**src/epv_pkg.sv**
```systemverilog
package epv_pkg;
  // vector numbers of each source
  localparam logic [6:0] VEC_POWER_ON   = 7'h00;
  localparam logic [6:0] VEC_MANUAL     = 7'h01;
  localparam logic [6:0] VEC_TRACE      = 7'h05;
  localparam logic [6:0] VEC_DIRECT     = 7'h06;
  localparam logic [6:0] VEC_NMI        = 7'h07;
  localparam logic [6:0] VEC_TRAP_BASE  = 7'h08;
  localparam logic [6:0] VEC_EXT_BASE   = 7'h10;
  localparam logic [6:0] VEC_INT_FIRST  = 7'h18;
  localparam logic [6:0] VEC_LAST       = 7'h7F;
  // advanced-mode slot: four bytes per vector, low sixteen address bits
  localparam int         VEC_SHIFT      = 2;
  localparam logic [15:0] VEC_ADDR_LAST = 16'h01FC;
  // interrupt control mode in which trace works
  localparam logic [1:0] ICM_TRACE      = 2'h2;
  localparam logic [1:0] ICM_RESET      = 2'h0;

  typedef enum logic [3:0] {
    EPV_KIND_NONE  = 4'h0,
    EPV_KIND_RESET = 4'h1,
    EPV_KIND_TRACE = 4'h2,
    EPV_KIND_INTR  = 4'h4,
    EPV_KIND_TRAP  = 4'h8
  } epv_kind_type;

  // vector number to advanced-mode byte address
  function automatic logic [15:0] epv_vec_addr(input logic [6:0] vec);
    epv_vec_addr = {7'h00, vec, 2'h0};
  endfunction
endpackage

```
**src/epv_req_if.sv**
```systemverilog
`timescale 1ns/1ps
`default_nettype none
// pending-request summary passed from the source collector to the arbiter
interface epv_req_if;
  logic       resetPend;
  logic [6:0] resetVec;
  logic       tracePend;
  logic       intrPend;
  logic [6:0] intrVec;
  logic       trapPend;
  logic [6:0] trapVec;
  modport source (output resetPend, resetVec, tracePend, intrPend, intrVec, trapPend, trapVec);
  modport arbiter (input resetPend, resetVec, tracePend, intrPend, intrVec, trapPend, trapVec);
endinterface
`default_nettype wire

```
**src/exception_priority_vector.sv**
```systemverilog
`timescale 1ns/1ps
`default_nettype none
//
// Behaviour
// RULE1 - simultaneous exceptions are taken one at a time: reset, then trace, then interrupt, then trap.
// RULE2 - reset handling starts right after a rising edge on either reset pin or on watchdog overflow.
// RULE3 - the CPU is held in reset while the power-on pin is low and in manual reset while the manual pin is low.
// RULE4 - a trace exception is taken at the end of an instruction or handling when the trace enable bit is one.
// RULE5 - trace is generated only in interrupt control mode 2.
// RULE6 - no trace follows the return-from-exception instruction.
// RULE7 - an interrupt starts at the end of an instruction or handling while a request is presented.
// RULE8 - interrupts are not detected right after a control modify instruction or after reset handling.
// RULE9 - a trap instruction always starts trap handling in program execution state.
// RULE10 - each source uses its own vector number (0,1,5,6,7,8-11,16-23,24-127).
// RULE11 - each vector takes four bytes at four times its number, low sixteen bits up to 01FC.
// RULE12 - only the advanced four-byte vector layout exists.
// RULE13 - the manual reset pin counts only once the manual reset enable bit is one.
// RULE14 - an accepted exception yields the vector address of the highest pending source to the sequencer.
module exception_priority_vector (
  input  wire logic        mclk,
  input  wire logic        reset,
  input  wire logic        powerOnResetPinN,
  input  wire logic        manualResetPinN,
  input  wire logic        manualResetEnableBit,
  input  wire logic        watchdogOverflow,
  input  wire logic        watchdogManual,
  input  wire logic        traceEnableBit,
  input  wire logic [1:0]  intCtrlMode,
  input  wire logic        instrDone,
  input  wire logic        instrWasRte,
  input  wire logic        instrWasCtrlMod,
  input  wire logic        intReq,
  input  wire logic [6:0]  intReqVec,
  input  wire logic        trapExec,
  input  wire logic [1:0]  trapNum,
  input  wire logic        seqReady,
  output logic             cpuResetHold,
  output logic             cpuManualHold,
  output logic             excStart,
  output logic [3:0]       excKind,
  output logic [6:0]       excVecNum,
  output logic [15:0]      excVecAddr
);
  epv_req_if req ();

  typedef enum logic [2:0] {
    EPV_IDLE   = 3'b001,
    EPV_ISSUE  = 3'b010,
    EPV_RSTRUN = 3'b100
  } epv_state_type;

  epv_state_type state_q, state_d;
  logic          holdPor_q, holdPor_d;
  logic          holdMan_q, holdMan_d;
  logic          start_q, start_d;
  logic [3:0]    kind_q, kind_d;
  logic [6:0]    vec_q, vec_d;
  logic [15:0]   addr_q, addr_d;
  logic          resetAck;
  logic          resetDone;
  logic          tracePend_q, tracePend_d;
  logic          intrPend_q, intrPend_d;
  logic [6:0]    intrVec_q, intrVec_d;
  logic          trapPend_q, trapPend_d;
  logic [6:0]    trapVec_q, trapVec_d;
  logic          noHold;

  epv_sources u_sources (
    .mclk                 (mclk),
    .reset                (reset),
    .powerOnResetPinN     (powerOnResetPinN),
    .manualResetPinN      (manualResetPinN),
    .manualResetEnableBit (manualResetEnableBit),
    .watchdogOverflow     (watchdogOverflow),
    .watchdogManual       (watchdogManual),
    .traceEnableBit       (traceEnableBit),
    .intCtrlMode          (intCtrlMode),
    .instrDone            (instrDone),
    .instrWasRte          (instrWasRte),
    .instrWasCtrlMod      (instrWasCtrlMod),
    .resetHandlingDone    (resetDone),
    .intReq               (intReq),
    .intReqVec            (intReqVec),
    .trapExec             (trapExec),
    .trapNum              (trapNum),
    .resetAck             (resetAck),
    .req                  (req)
  );

  // reset request is consumed when the sequencer takes it
  assign resetAck  = (state_q == EPV_ISSUE) && seqReady && (kind_q == 4'(epv_pkg::EPV_KIND_RESET));
  // reset handling is over once the sequencer takes the reset vector
  assign resetDone = resetAck;

  // pending events wait here until issued; a new event beats the issue clear in the same cycle
  always_comb begin
    tracePend_d = tracePend_q;
    intrPend_d  = intrPend_q;
    intrVec_d   = intrVec_q;
    trapPend_d  = trapPend_q;
    trapVec_d   = trapVec_q;
    if (state_q == EPV_IDLE && start_d) begin
      case (kind_d)
        4'(epv_pkg::EPV_KIND_TRACE): tracePend_d = 1'b0;
        4'(epv_pkg::EPV_KIND_INTR):  intrPend_d  = 1'b0;
        4'(epv_pkg::EPV_KIND_TRAP):  trapPend_d  = 1'b0;
        default: ;
      endcase
    end
    if (req.tracePend) begin
      tracePend_d = 1'b1;
    end
    if (req.intrPend) begin
      intrPend_d = 1'b1;
      intrVec_d  = req.intrVec;
    end
    if (req.trapPend) begin // RULE9
      trapPend_d = 1'b1;
      trapVec_d  = req.trapVec;
    end
    // a reset hold on either pin drops lower exceptions in flight
    if (holdPor_d || holdMan_d) begin
      tracePend_d = 1'b0;
      intrPend_d  = 1'b0;
      trapPend_d  = 1'b0;
    end
  end

  // fixed-priority pick and one-at-a-time issue to the sequencer
  always_comb begin
    state_d   = state_q;
    start_d   = 1'b0;
    kind_d    = kind_q;
    vec_d     = vec_q;
    addr_d    = addr_q;
    holdPor_d = ~powerOnResetPinN; // RULE3
    holdMan_d = ~manualResetPinN & manualResetEnableBit & powerOnResetPinN; // RULE3 RULE13
    case (state_q)
      EPV_IDLE: begin
        if (holdPor_d || holdMan_d) begin
          state_d = EPV_IDLE;
        end else if (req.resetPend) begin // RULE1
          start_d = 1'b1;
          kind_d  = 4'(epv_pkg::EPV_KIND_RESET);
          vec_d   = req.resetVec;
        end else if (tracePend_q) begin // RULE1
          start_d = 1'b1;
          kind_d  = 4'(epv_pkg::EPV_KIND_TRACE);
          vec_d   = epv_pkg::VEC_TRACE;
        end else if (intrPend_q) begin // RULE1
          start_d = 1'b1;
          kind_d  = 4'(epv_pkg::EPV_KIND_INTR);
          vec_d   = intrVec_q;
        end else if (trapPend_q) begin // RULE1
          start_d = 1'b1;
          kind_d  = 4'(epv_pkg::EPV_KIND_TRAP);
          vec_d   = trapVec_q;
        end
        if (start_d) begin
          state_d = EPV_ISSUE;
          addr_d  = epv_pkg::epv_vec_addr(vec_d); // RULE11 RULE12 RULE14
        end
      end
      EPV_ISSUE: begin
        // hold the vector until the sequencer takes it
        start_d = ~seqReady;
        if (holdPor_d || holdMan_d) begin
          state_d = EPV_IDLE;
          start_d = 1'b0;
        end else if (seqReady) begin
          state_d = EPV_RSTRUN;
        end
      end
      EPV_RSTRUN: begin
        // one cycle gap so one exception is started at a time
        state_d = EPV_IDLE;
      end
      default: state_d = EPV_IDLE;
    endcase
  end

  // arbiter flops; every output comes straight from one of these
  always_ff @(posedge mclk or posedge reset) begin
    if (reset) begin
      state_q     <= EPV_IDLE;
      holdPor_q   <= 1'b1;
      holdMan_q   <= 1'b0;
      start_q     <= 1'b0;
      kind_q      <= 4'h0;
      vec_q       <= 7'h00;
      addr_q      <= 16'h0000;
    end else begin
      state_q     <= state_d;
      holdPor_q   <= holdPor_d;
      holdMan_q   <= holdMan_d;
      start_q     <= start_d;
      kind_q      <= kind_d;
      vec_q       <= vec_d;
      addr_q      <= addr_d;
    end
  end

  // pending-flag flops, a group of their own
  always_ff @(posedge mclk or posedge reset) begin
    if (reset) begin
      tracePend_q <= 1'b0;
      intrPend_q  <= 1'b0;
      intrVec_q   <= 7'h00;
      trapPend_q  <= 1'b0;
      trapVec_q   <= 7'h00;
    end else begin
      tracePend_q <= tracePend_d;
      intrPend_q  <= intrPend_d;
      intrVec_q   <= intrVec_d;
      trapPend_q  <= trapPend_d;
      trapVec_q   <= trapVec_d;
    end
  end

  assign cpuResetHold  = holdPor_q;
  assign cpuManualHold = holdMan_q;
  assign excStart      = start_q;
  assign excKind       = kind_q;
  assign excVecNum     = vec_q;
  assign excVecAddr    = addr_q;

  // checks
  addr_matches_vec_a: assert property (@(posedge mclk) disable iff (reset) // RULE11
    excStart |-> (excVecAddr == {7'h00, excVecNum, 2'h0}) && (excVecAddr <= epv_pkg::VEC_ADDR_LAST))
    else $error("vector address does not match vector number");
  por_hold_a: assert property (@(posedge mclk) disable iff (reset) // RULE3
    !powerOnResetPinN |=> cpuResetHold && !excStart)
    else $error("power-on reset not held");
  man_ignored_a: assert property (@(posedge mclk) disable iff (reset) // RULE13
    !manualResetEnableBit |=> !cpuManualHold)
    else $error("manual reset taken while disabled");
  reset_issue_a: assert property (@(posedge mclk) disable iff (reset) // RULE2
    ($rose(powerOnResetPinN) && state_q == EPV_IDLE && !cpuManualHold) |-> ##2 (excStart && excVecNum == 7'h00))
    else $error("power-on reset vector not issued");
  trace_vec_a: assert property (@(posedge mclk) disable iff (reset) // RULE10
    (excStart && excKind == 4'h2) |-> excVecNum == 7'h05)
    else $error("trace vector wrong");
  trap_vec_a: assert property (@(posedge mclk) disable iff (reset) // RULE10
    (excStart && excKind == 4'h8) |-> (excVecNum >= 7'h08 && excVecNum <= 7'h0B))
    else $error("trap vector out of range");
  trace_mode_a: assert property (@(posedge mclk) disable iff (reset) // RULE5
    (intCtrlMode != 2'h2 && req.tracePend) |-> 1'b0)
    else $error("trace raised outside mode 2");
  no_rte_trace_a: assert property (@(posedge mclk) disable iff (reset) // RULE6
    (instrDone && instrWasRte) |-> !req.tracePend)
    else $error("trace after return from exception");
  intr_blank_a: assert property (@(posedge mclk) disable iff (reset) // RULE8
    (instrDone && instrWasCtrlMod) |-> !req.intrPend)
    else $error("interrupt detected after control modify");
  prio_a: assert property (@(posedge mclk) disable iff (reset) // RULE1
    (state_q == EPV_IDLE && tracePend_q && intrPend_q && !req.resetPend && !cpuResetHold
     && powerOnResetPinN && !(manualResetEnableBit && !manualResetPinN)) |=> excKind == 4'h2)
    else $error("trace not ahead of interrupt");

  // pins seen free of any reset hold; gates five of the checks below
  assign noHold = powerOnResetPinN && !(manualResetEnableBit && !manualResetPinN);

  // holds and the fixed order of issue
  man_hold_a: assert property (@(posedge mclk) disable iff (reset) // RULE3
    (manualResetEnableBit && !manualResetPinN && powerOnResetPinN) |=> cpuManualHold)
    else $error("manual reset not held");
  hold_quiet_a: assert property (@(posedge mclk) disable iff (reset) // RULE3
    (cpuResetHold || cpuManualHold) |-> !excStart)
    else $error("vector presented during reset hold");
  reset_first_a: assert property (@(posedge mclk) disable iff (reset) // RULE1
    (state_q == EPV_IDLE && req.resetPend && noHold) |=> excKind == 4'h1)
    else $error("reset not ahead of other exceptions");
  start_gap_a: assert property (@(posedge mclk) disable iff (reset) // RULE1
    ($fell(excStart) && !cpuResetHold && !cpuManualHold) |=> !excStart)
    else $error("next exception started without a gap");

  // each accepted event must reach its pending flag
  trace_taken_a: assert property (@(posedge mclk) disable iff (reset) // RULE4
    (instrDone && traceEnableBit && intCtrlMode == 2'h2 && !instrWasRte && noHold) |=> tracePend_q)
    else $error("trace event lost");
  intr_taken_a: assert property (@(posedge mclk) disable iff (reset) // RULE7
    (instrDone && intReq && !instrWasCtrlMod && !resetDone && noHold) |=> intrPend_q)
    else $error("interrupt request lost");
  trap_taken_a: assert property (@(posedge mclk) disable iff (reset) // RULE9
    (trapExec && noHold) |=> trapPend_q)
    else $error("trap instruction lost");

  // presentation to the sequencer
  reset_vec_a: assert property (@(posedge mclk) disable iff (reset) // RULE10
    (excStart && excKind == 4'h1) |-> excVecNum <= 7'h01)
    else $error("reset vector out of range");
  intr_vec_a: assert property (@(posedge mclk) disable iff (reset) // RULE10
    (excStart && excKind == 4'h4) |-> (excVecNum == 7'h07 || excVecNum >= 7'h10))
    else $error("interrupt vector out of range");
  kind_onehot_a: assert property (@(posedge mclk) disable iff (reset) // RULE14
    excStart |-> $onehot(excKind))
    else $error("presented kind not one-hot");
  vec_held_a: assert property (@(posedge mclk) disable iff (reset) // RULE14
    (excStart && !seqReady && noHold) |=> (excStart && $stable(excVecAddr) && $stable(excKind)))
    else $error("vector changed before it was taken");
  ready_drop_a: assert property (@(posedge mclk) disable iff (reset) // RULE14
    (excStart && seqReady) |=> !excStart)
    else $error("vector still presented after it was taken");
endmodule // exception_priority_vector
`default_nettype wire

```
**src/epv_sources.sv**
```systemverilog
`timescale 1ns/1ps
`default_nettype none
// collects and qualifies the four exception sources
module epv_sources (
  input  wire logic       mclk,
  input  wire logic       reset,
  input  wire logic       powerOnResetPinN,
  input  wire logic       manualResetPinN,
  input  wire logic       manualResetEnableBit,
  input  wire logic       watchdogOverflow,
  input  wire logic       watchdogManual,
  input  wire logic       traceEnableBit,
  input  wire logic [1:0] intCtrlMode,
  input  wire logic       instrDone,
  input  wire logic       instrWasRte,
  input  wire logic       instrWasCtrlMod,
  input  wire logic       resetHandlingDone,
  input  wire logic       intReq,
  input  wire logic [6:0] intReqVec,
  input  wire logic       trapExec,
  input  wire logic [1:0] trapNum,
  input  wire logic       resetAck,
  epv_req_if.source       req
);
  logic porPrev_q, porPrev_d;
  logic mrsPrev_q, mrsPrev_d;
  logic resetPend_q, resetPend_d;
  logic [6:0] resetVec_q, resetVec_d;
  logic mrsPin;

  // pin ignored unless software enabled it
  assign mrsPin = manualResetPinN | ~manualResetEnableBit;

  // rising edge of a reset pin or a watchdog overflow raises the reset request
  always_comb begin
    porPrev_d   = powerOnResetPinN;
    mrsPrev_d   = mrsPin;
    resetPend_d = resetPend_q;
    resetVec_d  = resetVec_q;
    if (resetAck) begin
      resetPend_d = 1'b0;
    end
    if (!porPrev_q && powerOnResetPinN) begin // RULE2
      resetPend_d = 1'b1;
      resetVec_d  = epv_pkg::VEC_POWER_ON;
    end else if (!mrsPrev_q && mrsPin) begin // RULE2
      resetPend_d = 1'b1;
      resetVec_d  = epv_pkg::VEC_MANUAL;
    end else if (watchdogOverflow) begin // RULE2
      resetPend_d = 1'b1;
      resetVec_d  = watchdogManual ? epv_pkg::VEC_MANUAL : epv_pkg::VEC_POWER_ON;
    end
  end

  // power-on pin starts as if held low so its first release counts as a reset; manual pin starts released
  always_ff @(posedge mclk or posedge reset) begin
    if (reset) begin
      porPrev_q   <= 1'b0;
      mrsPrev_q   <= 1'b1;
      resetPend_q <= 1'b0;
      resetVec_q  <= 7'h00;
    end else begin
      porPrev_q   <= porPrev_d;
      mrsPrev_q   <= mrsPrev_d;
      resetPend_q <= resetPend_d;
      resetVec_q  <= resetVec_d;
    end
  end

  assign req.resetPend = resetPend_q;
  assign req.resetVec  = resetVec_q;
  // trace only in mode 2 and never after a return from exception
  assign req.tracePend = (instrDone | resetHandlingDone) & traceEnableBit & // RULE4
                         (intCtrlMode == epv_pkg::ICM_TRACE) & ~instrWasRte; // RULE5 RULE6
  // interrupt detection blanked after control modify or reset handling
  assign req.intrPend  = instrDone & intReq & ~instrWasCtrlMod & ~resetHandlingDone; // RULE7 RULE8
  assign req.intrVec   = intReqVec;
  assign req.trapPend  = trapExec; // RULE9
  assign req.trapVec   = epv_pkg::VEC_TRAP_BASE + {5'h00, trapNum}; // RULE10
endmodule // epv_sources
`default_nettype wire

```
**config.mk**
```make
export PLATFORM = sky130hd
export DESIGN_NAME = exception_priority_vector
export DESIGN_NICKNAME = d
export VERILOG_FILES = /design/src/epv_pkg.sv /design/src/epv_req_if.sv /design/src/exception_priority_vector.sv /design/src/epv_sources.sv
export SDC_FILE = /design/constraint.sdc
export NUM_CORES = 1
export LEC_CHECK = 0
export BUFFER_PORTS_ARGS = -buffer_cell sky130_fd_sc_hd__buf_2
export CAP_MARGIN = 20
export CORE_AREA = 2 2 85 87
export DETAILED_ROUTE_END_ITERATION = 8
export DIE_AREA = 0 0 87 89
export PLACE_DENSITY = 0.67
export SLEW_MARGIN = 30
export SYNTH_ARGS = -nofsm -noshare
export SYNTH_HDL_FRONTEND = slang
export SYNTH_HIERARCHICAL = 1
export SYNTH_SLANG_ARGS = --single-unit
```
**constraint.sdc**
```tcl
create_clock -name mclk -period 2.45 [get_ports mclk]
set_input_delay 0.1225 -clock mclk [delete_from_list [all_inputs] [get_ports mclk]]
set_output_delay 0.1225 -clock mclk [all_outputs]
set_load 0.01 [all_outputs]
```
==> results of run 1 <==
metrics by stage:
stage	util [%]	worst slack (ns)	total power [mW]	hold WS, ns	cells
after floorplan	-	0.522	1.35	-0.112	220
after global placement	36.6	0.522	1.49	0.0178	309
after detailed placement	36.6	0.485	1.51	0.0225	309
after CTS	38.6	0.478	2.10	0.0373	319
after global routing	38.6	0.266	2.20	0.0364	319
final	38.6	0.462	2.07	0.0476	319
area by class of cell:
cell class / count / area (µm²) / share of cell area, %
Tap cell: 80 / 100 / 3.86
Multi-Input combinational cell: 125 / 937 / 36.1
Inverter: 10 / 37.5 / 1.45
Clock buffer: 7 / 86.3 / 3.33
Clock inverter: 1 / 30.0 / 1.16
Timing Repair Buffer: 51 / 275 / 10.6
Sequential cell: 45 / 1130 / 43.5
worst paths after layout:
path	startpoint	to	slack [ns]	cells past startpoint
min reg2reg	trapVec_q[5]	trapVec_q[5]	0.51	1
min	powerOnResetPinN	u_sources/porPrev_q	0.05	1
max in group asynchronous	reset	state_q[0]	1.58	4
max	state_q[2]	intrVec_q[2]	0.46	5
max reg2reg	state_q[2]	intrVec_q[2]	0.46	5
min in group asynchronous	reset	u_sources/porPrev_q	0.25	3
state kept, by name, summed over array words and instances (netlist names):
signal and cells:
excKind 4, trapPend_q 1, intrVec_q 7, cpuManualHold 1, u_sources/mrsPrev_q 1, intrPend_q 1, state_q 3, tracePend_q 1
u_sources/porPrev_q 1, excStart 1, cpuResetHold 1, excVecNum 7, excVecAddr 7, u_sources/req.resetVec 1, trapVec_q 7, u_sources/req.resetPend 1
routing by layer:
layer	vias up	GRT usage [%]	part of all wire, %
met4	0	5.40	1.7
met1	768	16.1	43
li1	715	-	-
met2	41	21.2	50
met5	-	0	0
met3	8	3.79	5.4
power by group through the flow:
stage          Combinational [mW]  Sequential (mW)  Clock, mW
2_1_floorplan               0.339             1.01          0
3_3_place_gp                0.503            0.991          0
3_5_place_dp                0.517            0.994          0
4_1_cts                     0.520            0.980      0.602
5_1_grt                     0.562             1.00      0.633
6_report                    0.512            0.976      0.580
placed cells by master (no fill, tap or decap), types with 2 or more instances in the layout:
master	instances
conb_1	20
nor2_1	6
and4bb_2	2
or2_2	2
dfrtp_1	42
o22a_1	2
a32o_1	2
inv_1	10
a21oi_1	7
a22o_1	2
o221ai_1	3
mux2_2	23
buf_4	4
mux2i_1	9
o21a_1	2
mux2_4	6
o21ai_0	11
nand3_1	2
dfstp_2	3
clkbuf_8	6
nand2_1	9
nand4_1	3
buf_2	45
dlygate4sd3_1	2
nand2b_1	5
repair_timing:
| item | 4_1_cts | 5_1_grt |
|---|---|---|
| hold endpoints to repair | 44 | 0 |
| endpoints found under the setup margin | 0 | 0 |
| buffers inserted | 0 | 0 |
| hold buffers | 2 | 0 |
Yosys cell counts:
| cell type | n |
|---|---|
| nand2b_1 | 5 |
| inv_1 | 10 |
| or2_2 | 2 |
| and4bb_2 | 2 |
| dfrtp_1 | 42 |
| o22a_1 | 2 |
| a21oi_1 | 7 |
| o221ai_1 | 3 |
| or3_1 | 1 |
| o21ai_4 | 1 |
| a21boi_1 | 1 |
| and2_1 | 1 |
| nand2_1 | 9 |
| and3_1 | 1 |
| buf_6 | 4 |
| a22o_1 | 2 |
| o21a_1 | 2 |
| buf_2 | 1 |
| buf_4 | 30 |
| mux2_4 | 6 |
| dfstp_2 | 3 |
| nor4_1 | 1 |
| nand3_1 | 2 |
| a22oi_1 | 1 |
| nand4_1 | 3 |
| mux2i_1 | 9 |
| clkbuf_1 | 5 |
| a32o_1 | 2 |
| mux2_2 | 23 |
| o21ai_0 | 11 |
| nor2_1 | 6 |
| conb_1 | 3 |
| nor3b_1 | 1 |
| nor3b_4 | 1 |
kinds of logic after synthesis:
group,Yosys count,share of synthesized area [%]
flops,45,48.4
simple gates,35,8.79
other cells,3,0.482
buf+inv,50,14.2
mux,38,18.8
compound gates,32,9.33
==> impl_metrics.toml, run 1 <==
[critical_path]
cp_cell_sequence = "nor3b_1 -> nand2_1 -> nor4_1 -> and4bb_2 -> mux2_2"
critPathMaxFanout = 8
required_ns = 2.63
cp-start-kind = "flop"
path_buf_inv = 0
crit_type = "flop to flop"
crit_family = "simple AND/OR/NAND/NOR gates"
cp_slowest_cell = "dfrtp_1"
cp_data_arrival_time_ns = 2.17
slowest_delay_ns = 0.42
endpoint_kind = "flop"

[sta]
period_share_pct = 81.1
fin_tns_setup_ns = 0
finalMaxSlewViolations = 0
clock_skew_ns = 0.00601
rsz0062_at_grt = "false"
setup_viol = 0
fmaxAchievable_mhz = 503
hold_violations = 0
period_needed_ns = 1.99
relSlewSlack_pct = 64.4
tightest_slew_ns = 0.534

[yosys]
synth_area_leader_cell = "dfrtp_1"
synth_top_area_share_pct = 45.0
syn_area_um2 = 2330
avgSynthCellArea_um2 = 11.5
ys_warn_count = 6
ys_ff_latch = 45
yosys-top-cells-area = "dfrtp_1 45%, mux2_2 11%, buf_4 9.6%, mux2i_1 3.9%, mux2_4 3.9%"
ys_seq_area_share_pct = 48.4
synth_cells = 203
synth_cell_type_count = 34

[power_and_ir_drop]
p_leak_nw = 1.24
power_density_nw_per_um2 = 797
power.share.sequential_pct = 47.2
p_comb_share_pct = 24.7
ir_drop_mv = 0.277
switchingPower_mw = 0.577
pwr-share-clk_pct = 28.0
p_sw_share_pct = 27.9
p_int_mw = 1.49

[drt]
drt_iter0_drc = 72
via_count = 1532
route.detailed.drc = 0
ant_nets = 0
firstDrtPassIters = 4
via_per_inst = 4.80
post_drt_wl_per_cell_um = 14.7
routed_wl_um = 4700

[layout]
area_growth_pct = 11.2
diodes = 0
n_fill_cell = 684
drive_gt1_share_pct = 39.3
finalInstanceArea_um2 = 2600
nNetsFinal = 263

[clocking]
cts.sinks = 45
clk_pin_slew_ns = 0.08
clockRootBuffer = "clkbuf_8"
clock_path_buffers = 2
cts_buffers = 5
cts_resized = 0
htreeDepth = 2
cts_tree = "yes"
insertion_delay_ns = 0.30

[job]
maxCapViolCount = 0

[grt]
grt_overflow = 0
grt_pass1_wl_um = 7520
grt_max_degree = 42
grt_usage_pct = 13.0
grt_antenna_before_repair = 0
grt_pass1_vias = 1482

[floorplanning]
dieArea_um2 = 7740
die_w_um = 87
io_pins = 55
die_h_um = 89
placementRows = 30
core-area_um2 = 6720
initial_core_util_pct = 34.7

[place]
port_buffers = 45
placed_area_um2 = 2460
gp_congestion = 0.857
dp_hpwl_um = 3530

[worst_hold_path]
worstHoldPathType = "input port to flop"

[run_status]
outcome = "completed"
Note: power is estimated with default switching activity, not from simulation.
==> run 2, diff against run 1 <==
- clock period: 2.45 -> 2 ns (I/O delays scaled with it)
==> run 2 against run 1 <==
Die area is the same. Power grew 16%. Critical path depth is the same. Register-to-register slack lost 0.30 ns. Sequential power grew 22%. Utilization grew 0.67 points. Wire length shrank 1.1%. Global-route usage shrank 0.42 points. Count of clock-buffer cells in the layout shrank 1. First-iteration DRC count grew 17%. Highest routed layer unchanged.
==> impl_metrics.toml, run 2 (synthesized netlist as in run 1, its figures left out) <==
[critical_path]
cp_cell_sequence = "nor3b_1 -> nand2_1 -> nor4_2 -> and4bb_2 -> mux2_2"
endpoint_kind = "flop"
cp_slowest_cell = "dfrtp_1"
required_ns = 2.18
slowest_delay_ns = 0.41
cp_data_arrival_time_ns = 2.02
crit_family = "simple AND/OR/NAND/NOR gates"
cp-start-kind = "flop"
crit_type = "flop to flop"
path_buf_inv = 0
critPathMaxFanout = 8

[floorplanning]
dieArea_um2 = 7740
core-area_um2 = 6720
io_pins = 55
placementRows = 30
die_h_um = 89
initial_core_util_pct = 34.7
die_w_um = 87

[sta]
setup_viol = 0
clock_skew_ns = 0.00861
relSlewSlack_pct = 65.1
fin_tns_setup_ns = 0
period_needed_ns = 1.84
hold_violations = 0
rsz0062_at_grt = "false"
finalMaxSlewViolations = 0
tightest_slew_ns = 0.523
fmaxAchievable_mhz = 543
period_share_pct = 92.1

[power_and_ir_drop]
p_int_mw = 1.68
p_leak_nw = 1.27
pwr-share-clk_pct = 23.2
power_density_nw_per_um2 = 906
ir_drop_mv = 0.327
p_comb_share_pct = 27.1
switchingPower_mw = 0.716
p_sw_share_pct = 29.9
power.share.sequential_pct = 49.7

[layout]
diodes = 0
post-route-util_pct = 39.3
area_growth_pct = 13.1
final_common_cell = "buf_2"
nNetsFinal = 271
n_fill_cell = 662
drive_gt1_share_pct = 41.7
final_cell_mix = "45 x buf_2, 42 x dfrtp_1, 23 x mux2_2, 20 x conb_1"

[drt]
ant_nets = 0
drt_iter0_drc = 84
firstDrtPassIters = 4
routed_wl_um = 4640
via_count = 1541
via_per_inst = 4.71
post_drt_wl_per_cell_um = 14.2
route.detailed.drc = 0

[clocking]
clockRootBuffer = "clkbuf_8"
post-cts-setup-buffers = 0
clock_path_buffers = 2
cts_buffers = 5
insertion_delay_ns = 0.30
cts_tree = "yes"
cts.sinks = 45
htreeDepth = 2
clk_pin_slew_ns = 0.09

[grt]
grt_antenna_before_repair = 0
grt_use_met3_pct = 2.59
grt_pass1_wl_um = 7430
grt_max_degree = 42
met1_usage_pct = 15.6
busiest_layer = "met2"
use_met2_pct = 21.3
grt_usage_pct = 12.5
grt_pass1_vias = 1543
grt_overflow = 0

[job]
maxCapViolCount = 0

[worst_hold_path]
worstHoldPathType = "input port to flop"

[place]
port_buffers = 45
gp_congestion = 0.827
dp_hpwl_um = 3470

[run_status]
outcome = "completed"
==> run 2: changes by cell type in the layout (fill, tap and decap cells not counted) <==
| cell | previous run | this run |
|---|---|---|
| buf_4 | 4 | 11 |
| clkinv_2 | 0 | 2 |
| buf_12 | 0 | 1 |
| bufinv_16 | 1 | 0 |
| clkbuf_8 | 6 | 5 |
| nor4_1 | 1 | 0 |
| nor4_2 | 0 | 1 |
==> run 2: power by group through the flow <==
stage / Sequential [mW] / Combinational (mW) / Clock, mW
final: 1.19 / 0.649 / 0.554
after global routing: 1.21 / 0.718 / 0.605
after CTS: 1.19 / 0.660 / 0.564
after detailed placement: 1.21 / 0.654 / 0
after global placement: 1.21 / 0.640 / 0
after floorplan: 1.24 / 0.415 / 0
==> run 2: routing by layer <==
| metal | vias to the layer above | part of all wire [%] | wire length (µm) |
|---|---|---|---|
| met5 | - | 0 | 0 |
| met4 | 0 | 1.2 | 57 |
| met3 | 7 | 4.0 | 188 |
| met2 | 33 | 50 | 2350 |
| met1 | 768 | 44 | 2050 |
| li1 | 733 | - | - |
==> run 2: path summary, 6_finish.rpt <==
path / from / endpoint / slack, ns / cells after the start
max reg2reg: state_q[2] / intrVec_q[5] / 0.16 / 5
max in group asynchronous: reset / state_q[0] / 1.15 / 4
max: state_q[2] / intrVec_q[5] / 0.16 / 5
min in group asynchronous: reset / u_sources/req.resetVec[0] / 0.22 / 3
min: seqReady / state_q[1] / 0.01 / 2
min reg2reg: trapVec_q[3] / trapVec_q[3] / 0.50 / 1
==> run 2: repair_timing <==
item	4_1_cts	5_1_grt
hold endpoints to repair	44	0
resized for setup	0	1
setup endpoints to repair	0	8
hold buffers	2	0
==> run 2: cell type report <==
| class | count | area (µm²) | share of cell area, % |
|---|---|---|---|
| Sequential cell | 45 | 1130 | 42.8 |
| Multi-Input combinational cell | 125 | 943 | 35.7 |
| Timing Repair Buffer | 59 | 348 | 13.2 |
| Tap cell | 80 | 100 | 3.79 |
| Clock buffer | 6 | 72.6 | 2.75 |
| Inverter | 10 | 37.5 | 1.42 |
| Clock inverter | 2 | 10.0 | 0.379 |
==> run 2: stage by stage <==
step	hold slack, ns	setup slack, ns	cell area, µm²	instances	power (mW)
3_5_place_dp	-0.00579	0.140	2530	317	1.87
3_3_place_gp	-0.00718	0.220	2530	317	1.85
6_report	0.0148	0.159	2640	327	2.39
2_1_floorplan	-0.135	0.0716	2400	220	1.66
4_1_cts	0.0125	0.106	2640	327	2.42
5_1_grt	0.0227	0.00367	2640	327	2.54
==> run 2: worst register-to-register path, cell delays in order (launching register included) <==
cell      delay (ns)
dfrtp_1         0.41
nor3b_1         0.25
nand2_1         0.13
nor4_2          0.28
and4bb_2        0.36
mux2_2          0.30
